<file path="src/vscm_pkg.sv">
// Constants, register map and types of the valve solenoid command mapper.
// Assumes a 25 MHz system clock and a 10-bit converter sharing that clock.
`default_nettype none
package vscm_pkg;
	// ****************************************************
	// Widths and timing
	// ****************************************************
	localparam int ADC_W = 10;
	localparam int CLK_HZ = 25_000_000;
	localparam int PWM_HZ = 1000;
	localparam int PWM_CYC = CLK_HZ / PWM_HZ;
	localparam int PWM_W = $clog2(PWM_CYC);
	localparam int CB_TIME_MS = 100;
	localparam int CB_CYC = (CLK_HZ / 1000) * CB_TIME_MS;
	localparam int FULL_UA = 20000;
	localparam int CB_UA = 3000;
	localparam int LZ_UA = 4000;
	localparam int CODE_MAX = 1023;
	localparam logic [9:0] CB_THRESH = 10'(CB_UA * CODE_MAX / FULL_UA);
	localparam logic [9:0] LIVE_ZERO = 10'(LZ_UA * CODE_MAX / FULL_UA);
	localparam logic [9:0] CODE_FULL = 10'(CODE_MAX);
	localparam logic [14:0] PWM_LAST = 15'(PWM_CYC - 1);

	// ****************************************************
	// Register map
	// ****************************************************
	localparam logic [7:0] A_CTRL = 8'h00;
	localparam logic [7:0] A_CFG = 8'h04;
	localparam logic [7:0] A_IMIN_A = 8'h08;
	localparam logic [7:0] A_IMAX_A = 8'h0C;
	localparam logic [7:0] A_IMIN_B = 8'h10;
	localparam logic [7:0] A_IMAX_B = 8'h14;
	localparam logic [7:0] A_WINDOW = 8'h18;
	localparam logic [7:0] A_DITHER = 8'h1C;
	localparam logic [7:0] A_HOST_CMD = 8'h20;
	localparam logic [7:0] A_STATUS = 8'h24;
	localparam logic [7:0] A_CMD_VAL = 8'h28;
	localparam logic [7:0] A_FB_VAL = 8'h2C;

	// ****************************************************
	// Modes
	// ****************************************************
	typedef enum logic [3:0] {
		CM_PQ_OL = 4'h3,
		CM_PQ_CL = 4'h4,
		CM_POS_OL = 4'h6,
		CM_SPD_CL = 4'h7,
		CM_POS_CL = 4'h9,
		CM_PRS_CL = 4'hB
	} vscm_cmode_e;
	typedef enum logic [2:0] {
		MO_UNI1 = 3'h1,
		MO_UNI2 = 3'h2,
		MO_BIP = 3'h3,
		MO_TOG = 3'h5
	} vscm_mop_e;
	typedef enum logic [1:0] {
		DO_FUNC = 2'h0,
		DO_LO = 2'h1,
		DO_HI = 2'h2
	} vscm_do_e;
	typedef enum logic {
		ST_OFF = 1'b0,
		ST_ACT = 1'b1
	} vscm_state_e;

	// ****************************************************
	// Register layouts
	// ****************************************************
	typedef struct packed {
		logic host_din2;
		logic host_en;
		logic remote;
		logic [2:0] mode_op;
		logic [3:0] cmode;
	} vscm_ctrl_s;
	typedef struct packed {
		logic [1:0] do2_cfg;
		logic [1:0] do1_cfg;
		logic cb_en;
		logic fb_420;
		logic cmd_420;
	} vscm_cfg_s;
	typedef struct packed {
		logic [9:0] imax;
		logic [9:0] imin;
	} vscm_chan_s;
	localparam vscm_ctrl_s CTRL_RST = '{host_din2: 1'b0, host_en: 1'b0, remote: 1'b0,
		mode_op: 3'h1, cmode: 4'h3};
	localparam vscm_cfg_s CFG_RST = '{do2_cfg: 2'h0, do1_cfg: 2'h0, cb_en: 1'b0,
		fb_420: 1'b0, cmd_420: 1'b0};
	localparam vscm_chan_s CHAN_RST = '{imax: 10'h3FF, imin: 10'h000};
endpackage
`default_nettype wire

</file>
<file path="src/vscm_core.sv">
// Control core of a proportional valve amplifier: input scaling, cable fault,
// enable, mode mapping, PWM solenoid drive with dither and digital outputs.
// Assumes converter samples arrive on clk; pins din1, din2, two_sol are async.
// Summary of operation
// - Each analogue input is taken as a 10-bit converter code.
// - Current input below 3 mA with fault check on blocks solenoids, raises error.
// - Cable fault is declared after the low signal persists about 100 ms.
// - Digital input 1 is active-high enable; disabled means no solenoid current.
// - Host enable bit replaces the pin enable in host-controlled operation.
// - Mode of operation 5 drives A with input 2 low, B with it high.
// - Each solenoid output is 1000 Hz PWM with superimposed dither.
// - Digital output 1 shows error or a fixed 0 or 1.
// - Open-loop modes 3 and 6: digital output 2 shows solenoid B active.
// - Closed-loop modes 4, 7, 9: digital output 2 shows target window reached.
// - Digital output 2 can be forced to a fixed 0 or 1.
// - Mode 3 runs open loop; solenoids follow mode of operation.
// - Mode 4 closes loop on driver 1 only, ignoring mode of operation.
// - Mode 6 runs spool valve open loop; solenoids follow mode of operation.
// - Mode 7 closes speed loop on both drivers, ignoring mode of operation.
// - Mode 9 closes position loop on both drivers, ignoring mode of operation.
// - Pressure mode: driver 1 loads, driver 2 unloads, mode of operation ignored.
// - Mode of operation matters only in open-loop controller modes.
// - Mode of operation 1 maps 0-100 percent onto solenoid A range.
// - Mode 2: lower half to B falling, upper half to A rising.
// - Mode 3 bipolar: negative to B falling, positive to A rising.
// - Modes 2, 3, 5 need two-solenoid unit; mode 1 single-solenoid unit.
// - Local or host operation may change only while disabled.
`timescale 1ns/1ps
`default_nettype none
module vscm_core
	import vscm_pkg::*;
#(
	parameter int CB_CYCLES = CB_CYC
) (
	// Clock and reset
	input wire logic clk,
	input wire logic nrst,
	// Register port
	input wire logic [7:0] reg_addr,
	input wire logic [31:0] reg_wdata,
	input wire logic reg_wr,
	input wire logic reg_rd,
	output logic [31:0] reg_rdata,
	// Converter samples, channel 0 command, channel 1 feedback
	input wire logic adc_valid,
	input wire logic adc_chan,
	input wire logic [ADC_W-1:0] adc_code,
	// Pins
	input wire logic din1,
	input wire logic din2,
	input wire logic two_sol,
	// Outputs
	output logic sol_a_pwm,
	output logic sol_b_pwm,
	output logic do1,
	output logic do2
);
	// ****************************************************
	// Pin synchronisers
	// ****************************************************
	logic [2:0] pin_m_q;
	logic [2:0] pin_s_q;
	always_ff @(posedge clk) begin
		if (!nrst) begin
			pin_m_q <= 3'h0;
			pin_s_q <= 3'h0;
		end else begin
			pin_m_q <= {two_sol, din2, din1};
			pin_s_q <= pin_m_q;
		end
	end
	wire logic din1_s = pin_s_q[0];
	wire logic din2_s = pin_s_q[1];
	wire logic two_s = pin_s_q[2];

	// ****************************************************
	// Registers
	// ****************************************************
	vscm_ctrl_s ctrl_q;
	vscm_cfg_s cfg_q;
	vscm_chan_s chan_q [2];
	logic [9:0] window_q;
	logic [7:0] dither_q;
	logic [9:0] host_cmd_q;
	vscm_state_e state_q;
	vscm_ctrl_s ctrl_w;
	wire logic wr_ctrl = reg_wr && (reg_addr == A_CTRL);
	wire logic remote_d = (state_q == ST_OFF) ? ctrl_w.remote : ctrl_q.remote;
	always_comb begin
		ctrl_w = vscm_ctrl_s'(reg_wdata[9:0]);
	end
	always_ff @(posedge clk) begin
		if (!nrst) begin
			ctrl_q <= CTRL_RST;
			cfg_q <= CFG_RST;
			window_q <= 10'h000;
			dither_q <= 8'h00;
			host_cmd_q <= 10'h000;
		end else if (reg_wr) begin
			if (wr_ctrl) begin
				ctrl_q <= '{host_din2: ctrl_w.host_din2, host_en: ctrl_w.host_en, remote: remote_d,
					mode_op: ctrl_w.mode_op, cmode: ctrl_w.cmode};
			end
			if (reg_addr == A_CFG) begin
				cfg_q <= vscm_cfg_s'(reg_wdata[6:0]);
			end
			if (reg_addr == A_WINDOW) begin
				window_q <= reg_wdata[9:0];
			end
			if (reg_addr == A_DITHER) begin
				dither_q <= reg_wdata[7:0];
			end
			if (reg_addr == A_HOST_CMD) begin
				host_cmd_q <= reg_wdata[9:0];
			end
		end
	end

	// ****************************************************
	// Converter capture and cable fault, per input
	// ****************************************************
	localparam int CBW = $clog2(CB_CYCLES + 1);
	logic [9:0] raw_q [2];
	logic [1:0] fault_q;
	logic [1:0] range_420;
	assign range_420 = {cfg_q.fb_420, cfg_q.cmd_420};
	genvar gi;
	generate
		for (gi = 0; gi < 2; gi++) begin : g_in
			logic [CBW-1:0] cb_cnt_q;
			wire logic low = range_420[gi] && cfg_q.cb_en && (raw_q[gi] < CB_THRESH);
			always_ff @(posedge clk) begin
				if (!nrst) begin
					raw_q[gi] <= 10'h000;
				end else if (adc_valid && (adc_chan == gi[0])) begin
					raw_q[gi] <= adc_code;
				end
			end
			always_ff @(posedge clk) begin
				if (!nrst || !low) begin
					cb_cnt_q <= '0;
					fault_q[gi] <= 1'b0;
				end else if (cb_cnt_q == CBW'(CB_CYCLES - 1)) begin
					fault_q[gi] <= 1'b1;
				end else begin
					cb_cnt_q <= cb_cnt_q + CBW'(1);
				end
			end
		end
	endgenerate
	wire logic fault = |fault_q;

	// ****************************************************
	// Input scaling
	// ****************************************************
	function automatic logic [9:0] scale420(input logic [9:0] raw);
		logic [10:0] t;
		logic [11:0] s;
		t = {1'b0, raw} - {1'b0, LIVE_ZERO};
		s = {1'b0, t} + {3'h0, t[10:2]};
		if (raw <= LIVE_ZERO) begin
			scale420 = 10'h000;
		end else if (s > {2'h0, CODE_FULL}) begin
			scale420 = CODE_FULL;
		end else begin
			scale420 = s[9:0];
		end
	endfunction
	wire logic [9:0] cmd_loc = cfg_q.cmd_420 ? scale420(raw_q[0]) : raw_q[0];
	wire logic [9:0] cmd_n = ctrl_q.remote ? host_cmd_q : cmd_loc;
	wire logic [9:0] fb_n = cfg_q.fb_420 ? scale420(raw_q[1]) : raw_q[1];
	wire logic sel_b_in = ctrl_q.remote ? ctrl_q.host_din2 : din2_s;

	// ****************************************************
	// Enable state
	// ****************************************************
	// host or pin enable
	wire logic en_eff = ctrl_q.remote ? ctrl_q.host_en : din1_s;
	always_ff @(posedge clk) begin
		if (!nrst) begin
			state_q <= ST_OFF;
		end else begin
			state_q <= en_eff ? ST_ACT : ST_OFF;
		end
	end
	wire logic run = (state_q == ST_ACT) && !fault;

	// ****************************************************
	// Mode mapping
	// ****************************************************
	wire logic [10:0] err = {1'b0, cmd_n} - {1'b0, fb_n};
	wire logic err_neg = err[10];
	wire logic [10:0] err_abs = err_neg ? (11'h000 - err) : err;
	wire logic [9:0] mag = err_abs[9:0];
	wire logic in_win = mag <= window_q;
	wire logic [9:0] up_half = {cmd_n[8:0], 1'b0};
	wire logic [9:0] dn_half = {~cmd_n[8:0], 1'b0};
	logic on_a;
	logic on_b;
	logic [9:0] lvl_a;
	logic [9:0] lvl_b;
	logic open_loop;
	logic closed_loop;
	always_comb begin
		on_a = 1'b0;
		on_b = 1'b0;
		lvl_a = 10'h000;
		lvl_b = 10'h000;
		open_loop = 1'b0;
		closed_loop = 1'b0;
		unique case (ctrl_q.cmode)
			// mode of operation used here only
			CM_PQ_OL, CM_POS_OL: begin
				open_loop = 1'b1;
				unique case (ctrl_q.mode_op)
					MO_UNI1: begin
						on_a = !two_s;
						lvl_a = cmd_n;
					end
					MO_UNI2, MO_BIP: begin
						on_a = two_s && cmd_n[9];
						on_b = two_s && !cmd_n[9];
						lvl_a = up_half;
						lvl_b = dn_half;
					end
					MO_TOG: begin
						on_a = two_s && !sel_b_in;
						on_b = two_s && sel_b_in;
						lvl_a = cmd_n;
						lvl_b = cmd_n;
					end
					default: begin
					end
				endcase
			end
			CM_PQ_CL: begin
				closed_loop = 1'b1;
				on_a = !err_neg;
				lvl_a = mag;
			end
			CM_SPD_CL, CM_POS_CL: begin
				closed_loop = 1'b1;
				on_a = !err_neg;
				on_b = err_neg;
				lvl_a = mag;
				lvl_b = mag;
			end
			CM_PRS_CL: begin
				on_a = !err_neg;
				on_b = err_neg;
				lvl_a = mag;
				lvl_b = mag;
			end
			default: begin
			end
		endcase
	end

	// ****************************************************
	// PWM period and dither phase
	// ****************************************************
	logic [14:0] pwm_cnt_q;
	logic dith_q;
	wire logic pwm_wrap = (pwm_cnt_q == PWM_LAST);
	always_ff @(posedge clk) begin
		if (!nrst) begin
			pwm_cnt_q <= 15'h0000;
			dith_q <= 1'b0;
		end else if (pwm_wrap) begin
			pwm_cnt_q <= 15'h0000;
			dith_q <= !dith_q;
		end else begin
			pwm_cnt_q <= pwm_cnt_q + 15'h0001;
		end
	end

	// ****************************************************
	// Solenoid channels
	// ****************************************************
	logic [1:0] on_c;
	logic [9:0] lvl_c [2];
	logic [1:0] pwm_q;
	assign on_c = {on_b, on_a};
	assign lvl_c[0] = lvl_a;
	assign lvl_c[1] = lvl_b;
	generate
		for (gi = 0; gi < 2; gi++) begin : g_sol
			logic [14:0] duty_q;
			wire logic [9:0] span = (chan_q[gi].imax > chan_q[gi].imin) ?
				(chan_q[gi].imax - chan_q[gi].imin) : 10'h000;
			wire logic [19:0] prod = 20'(span) * 20'(lvl_c[gi]);
			wire logic [9:0] sp = chan_q[gi].imin + prod[19:10];
			wire logic [10:0] sp_up = {1'b0, sp} + {3'h0, dither_q};
			wire logic [10:0] sp_dn = {1'b0, sp} - {3'h0, dither_q};
			wire logic [9:0] sp_hi = sp_up[10] ? CODE_FULL : sp_up[9:0];
			wire logic [9:0] sp_lo = sp_dn[10] ? 10'h000 : sp_dn[9:0];
			wire logic [9:0] sp_d = dith_q ? sp_hi : sp_lo;
			wire logic [24:0] duty_p = 25'(sp_d) * 25'(PWM_CYC);
			wire logic chan_on = run && on_c[gi];
			always_ff @(posedge clk) begin
				if (!nrst) begin
					chan_q[gi] <= CHAN_RST;
				end else if (reg_wr && (reg_addr == (gi[0] ? A_IMIN_B : A_IMIN_A))) begin
					chan_q[gi].imin <= reg_wdata[9:0];
				end else if (reg_wr && (reg_addr == (gi[0] ? A_IMAX_B : A_IMAX_A))) begin
					chan_q[gi].imax <= reg_wdata[9:0];
				end
			end
			always_ff @(posedge clk) begin
				if (!nrst) begin
					duty_q <= 15'h0000;
					pwm_q[gi] <= 1'b0;
				end else begin
					if (pwm_wrap) begin
						duty_q <= duty_p[24:10];
					end
					pwm_q[gi] <= chan_on && (pwm_cnt_q < duty_q);
				end
			end
		end
	endgenerate
	assign sol_a_pwm = pwm_q[0];
	assign sol_b_pwm = pwm_q[1];

	// ****************************************************
	// Digital outputs
	// ****************************************************
	wire logic sol_b_act = run && on_b;
	wire logic do2_fn = (open_loop && sol_b_act) || (closed_loop && run && in_win);
	logic do1_q;
	logic do2_q;
	always_ff @(posedge clk) begin
		if (!nrst) begin
			do1_q <= 1'b0;
			do2_q <= 1'b0;
		end else begin
			unique case (cfg_q.do1_cfg)
				DO_FUNC: do1_q <= fault;
				DO_LO: do1_q <= 1'b0;
				DO_HI: do1_q <= 1'b1;
				default: do1_q <= fault;
			endcase
			unique case (cfg_q.do2_cfg)
				DO_FUNC: do2_q <= do2_fn;
				DO_LO: do2_q <= 1'b0;
				DO_HI: do2_q <= 1'b1;
				default: do2_q <= do2_fn;
			endcase
		end
	end
	assign do1 = do1_q;
	assign do2 = do2_q;

	// ****************************************************
	// Read port
	// ****************************************************
	logic [31:0] rmux;
	logic [31:0] rdata_q;
	always_comb begin
		unique case (reg_addr)
			A_CTRL: rmux = {22'h000000, ctrl_q};
			A_CFG: rmux = {25'h0000000, cfg_q};
			A_IMIN_A: rmux = {22'h000000, chan_q[0].imin};
			A_IMAX_A: rmux = {22'h000000, chan_q[0].imax};
			A_IMIN_B: rmux = {22'h000000, chan_q[1].imin};
			A_IMAX_B: rmux = {22'h000000, chan_q[1].imax};
			A_WINDOW: rmux = {22'h000000, window_q};
			A_DITHER: rmux = {24'h000000, dither_q};
			A_HOST_CMD: rmux = {22'h000000, host_cmd_q};
			A_STATUS: rmux = {26'h0000000, ctrl_q.remote, two_s, in_win, sol_b_act, fault,
				state_q == ST_ACT};
			A_CMD_VAL: rmux = {22'h000000, raw_q[0]};
			A_FB_VAL: rmux = {22'h000000, raw_q[1]};
			default: rmux = 32'h00000000;
		endcase
	end
	always_ff @(posedge clk) begin
		if (!nrst) begin
			rdata_q <= 32'h00000000;
		end else begin
			rdata_q <= reg_rd ? rmux : 32'h00000000;
		end
	end
	assign reg_rdata = rdata_q;
endmodule
`default_nettype wire

</file>
<file path="config.mk">
export PLATFORM = sky130hd
export DESIGN_NAME = vscm_core
export DESIGN_NICKNAME = d
export VERILOG_FILES = /design/src/vscm_pkg.sv /design/src/vscm_core.sv
export SDC_FILE = /design/constraint.sdc
export NUM_CORES = 1
export LEC_CHECK = 0
export ABC_AREA = 1
export ABC_CLOCK_PERIOD_IN_PS = 25000
export BUFFER_PORTS_ARGS = -buffer_cell sky130_fd_sc_hd__buf_2
export CORE_UTILIZATION = 40
export CTS_CLUSTER_SIZE = 30
export DETAILED_ROUTE_END_ITERATION = 8
export GPL_TIMING_DRIVEN = 0
export PLACE_DENSITY = 0.55
export SLEW_MARGIN = 5
export SYNTH_ARGS = -nofsm -noshare
export SYNTH_HDL_FRONTEND = slang
export SYNTH_SLANG_ARGS = --single-unit
</file>
<file path="constraint.sdc">
create_clock -name clk -period 25 [get_ports clk]
set_clock_uncertainty 0.15 [all_clocks]
set_input_delay 7.5 -clock clk [delete_from_list [all_inputs] [get_ports clk]]
set_output_delay 7.5 -clock clk [all_outputs]
set_load 0.05 [all_outputs]
</file>
==> results.yml <==
placement:
  port_buffers: 48
  dp_hpwl_mm: 64.8
  routabilityCongestion: 0.970
drt:
  wl_met1_mm: 38.0
  routed.top_layer: "met4"
  route.vias.total: 23500
  dr_wl_met2_mm: 32.9
  wl_met3_mm: 4.91
  wire_per_inst_um: 16.9
  wl_mm: 77.4
  drc_errors: 2
  drtIter0Drc: 1479
  dr.pass1.iters: 7
  drtAntennaViolNets: 0
  viasPerCell: 5.15
global_routing:
  antenna_found_initial: 0
  grt.overflow.total: 0
  track_usage_pct: 23.0
  grt_pass1_wl_mm: 122
  grt_pass1_vias: 22400
  grt_max_degree: 15
floorplan:
  initial_core_util_pct: 40.4
  die_area_um2: 67300
  die_h_um: 259
  top_level_ports: 95
  core_um2: 65600
  die_w_um: 259
  rows: 94
critical_path:
  cpPeakStageDelay_ns: 0.95
  arrival_ns: 19.21
  end_kind: "register"
  crit_required_ns: 25.34
  cp_common_cell: "inv_1"
  start_kind: "register"
  cp_slowest_cell: "o41ai_1"
  critical_path.max_fanout: 10
  timing_worst_setup_path_type: "register to register"
timing:
  fmax_mhz: 53.0
  fin_setup_tns_ns: 0
  tightestPinTransition_ns: 1.49
  min_period_over_period_pct: 75.5
  maxSlewHeadroom_pct: 0.557
  grt_setup_unrepaired: "false"
  slew_violations: 0
  setup_violations: 0
  hold_viol: 0
  fin_crit_ns: 18.87
yosys:
  synthDistinctLibCells: 63
  yosysSeqAreaShare_pct: 18.7
  synth_most_common_cell: "inv_1"
  syn_area_um2: 26500
  netlist_top_cells_area: "ha_1 19%, fa_1 13%, dfxtp_1 12%"
  synth-main-ff-cell: "dfxtp_1"
  synthTopCellsByCount: "767 x inv_1, 584 x nand2_1, 397 x ha_1, 292 x a21oi_1, 256 x nor2_1"
  yosysWarnings: 0
  ys_async_sr_fraction_pct: 0
  avgSynthCellArea_um2: 7.41
  synth_top_area_share_pct: 18.7
  synth_top_area_cell: "ha_1"
  synth_edf_count: 60
  synth_seq_cells: 218
  netlist_instances: 3580
cts:
  clock_latency_ns: 0.58
  cts_tree: "yes"
  cts_htree_levels: 1
  clock_sinks: 218
  clockBufferDepth: 3
  cts_buffers: 26
  clock_tree.root_cell: "clkbuf_16"
  clk_pin_slew_ns: 0.06
  post_cts_resized: 0
  hold_buffers: 0
  post-cts-setup-buffers: 0
hold_path:
  hp-class: "register to register"
cells_and_area:
  drive_gt1_share_pct: 5.08
  synthToLayoutAreaGrowth_pct: 8.95
  nets: 4309
status:
  status: "finished with violations"
  violations: "DRC"
flow_run:
  cap_violations: 0
worst max-delay path, delay by kind of cell, from the launching register on:
kind	cells	cell delay (ns)
compound gates	22	5.31
xor+xnor	3	0.46
flops	1	0.47
simple gates	30	4.01
fa+ha+maj	16	6.85
buf+inv	19	1.46
per-stage QoR:
stage                     setup WS [ns]  hold WS [ns]  cells  cell area (um2)  utilization [%]
after floorplan                    9.29         0.240   3601            26600                -
after global placement             6.30         0.247   4513            27900             42.5
after detailed placement           6.32         0.252   4518            28000             42.6
after CTS                          6.22         0.268   4565            28900             44.0
after global routing               4.45         0.290   4567            28900             44.0
final                              6.13         0.264   4569            28900             44.0
area by class of cell:
class,count,area (um2)
clock inverters,7,96.3
diodes,2,5.00
inverters,784,2940
fillers,6958,36700
flip-flops and latches,218,4960
well taps,864,1080
clock buffers,40,773
multi-input cells,2536,18400
plain buffers,63,319
repair buffers,55,310
placed cells by master (no fill, tap or decap), types with 8 or more instances in the layout:
master,synthesis,routed
fa_1,169,169
nor2_1,256,256
a21oi_1,292,292
a31oi_1,16,16
nor3_1,60,57
a21o_1,11,11
nand3_1,121,121
conb_1,1,22
o21ai_1,19,26
dfxtp_1,158,158
o22ai_1,21,21
o21bai_1,22,22
nor2_2,9,9
o21ai_0,192,185
edfxtp_1,60,60
o31ai_1,8,8
o211ai_1,16,16
nor4_1,30,30
clkbuf_1,38,44
nand3_2,9,9
clkinv_1,8,8
clkbuf_16,0,27
or2_2,9,9
inv_1,767,767
buf_4,22,25
ha_1,397,397
inv_2,9,9
o21a_1,11,11
o221ai_1,16,14
buf_2,0,48
nand4_1,33,33
a221oi_1,19,19
a211oi_1,11,11
xor2_1,94,94
xnor2_1,29,29
nand2_1,584,584
nand2_2,8,8
metal layers:
metal	GRT usage [%]	up-vias
met5	0	-
met4	4.75	0
met3	3.19	98
met2	35.3	605
met1	34.0	11000
li1	-	11800
path summary, 6_finish.rpt:
| path | start | end | slack, ns | cells past startpoint |
|---|---|---|---|---|
| hold reg to reg | pin_m_q[1] | pin_s_q[1] | 0.26 | 2 |
| setup / recovery | raw_q[0][5] | g_sol[1].duty_q[14] | 6.13 | 90 |
| hold / removal | pin_m_q[1] | pin_s_q[1] | 0.26 | 2 |
| setup reg to reg | raw_q[0][5] | g_sol[1].duty_q[14] | 6.13 | 90 |
cells by family after synthesis:
group / after synthesis / share of synthesized area [%]
AND/OR/NAND/NOR: 1144 / 18.7
buffers and inverters: 847 / 12.3
AO/OA/AOI/OAI: 681 / 14.7
adder cells (fa/ha/maj): 566 / 31.5
flip-flops: 218 / 18.7
XOR/XNOR: 123 / 4.06
other: 1 / 0.0141
registers in the layout, summed over array words and instances, names as in the netlist:
signal and flops:
cfg_q 7, chan_q 40, ctrl_q 10, dith_q 1, dither_q 8, do1 1
do2 1, fault_q 2, g_in.cb_cnt_q 44, g_sol.duty_q 30, host_cmd_q 10, pin_m_q 3
pin_s_q 3, pwm_cnt_q 15, raw_q 20, reg_rdata 10, sol_a_pwm 1, sol_b_pwm 1
state_q 1, window_q 10
Power is not shown: default switching activity piles up to over one toggle a cycle in this logic, so the estimate is an artifact.
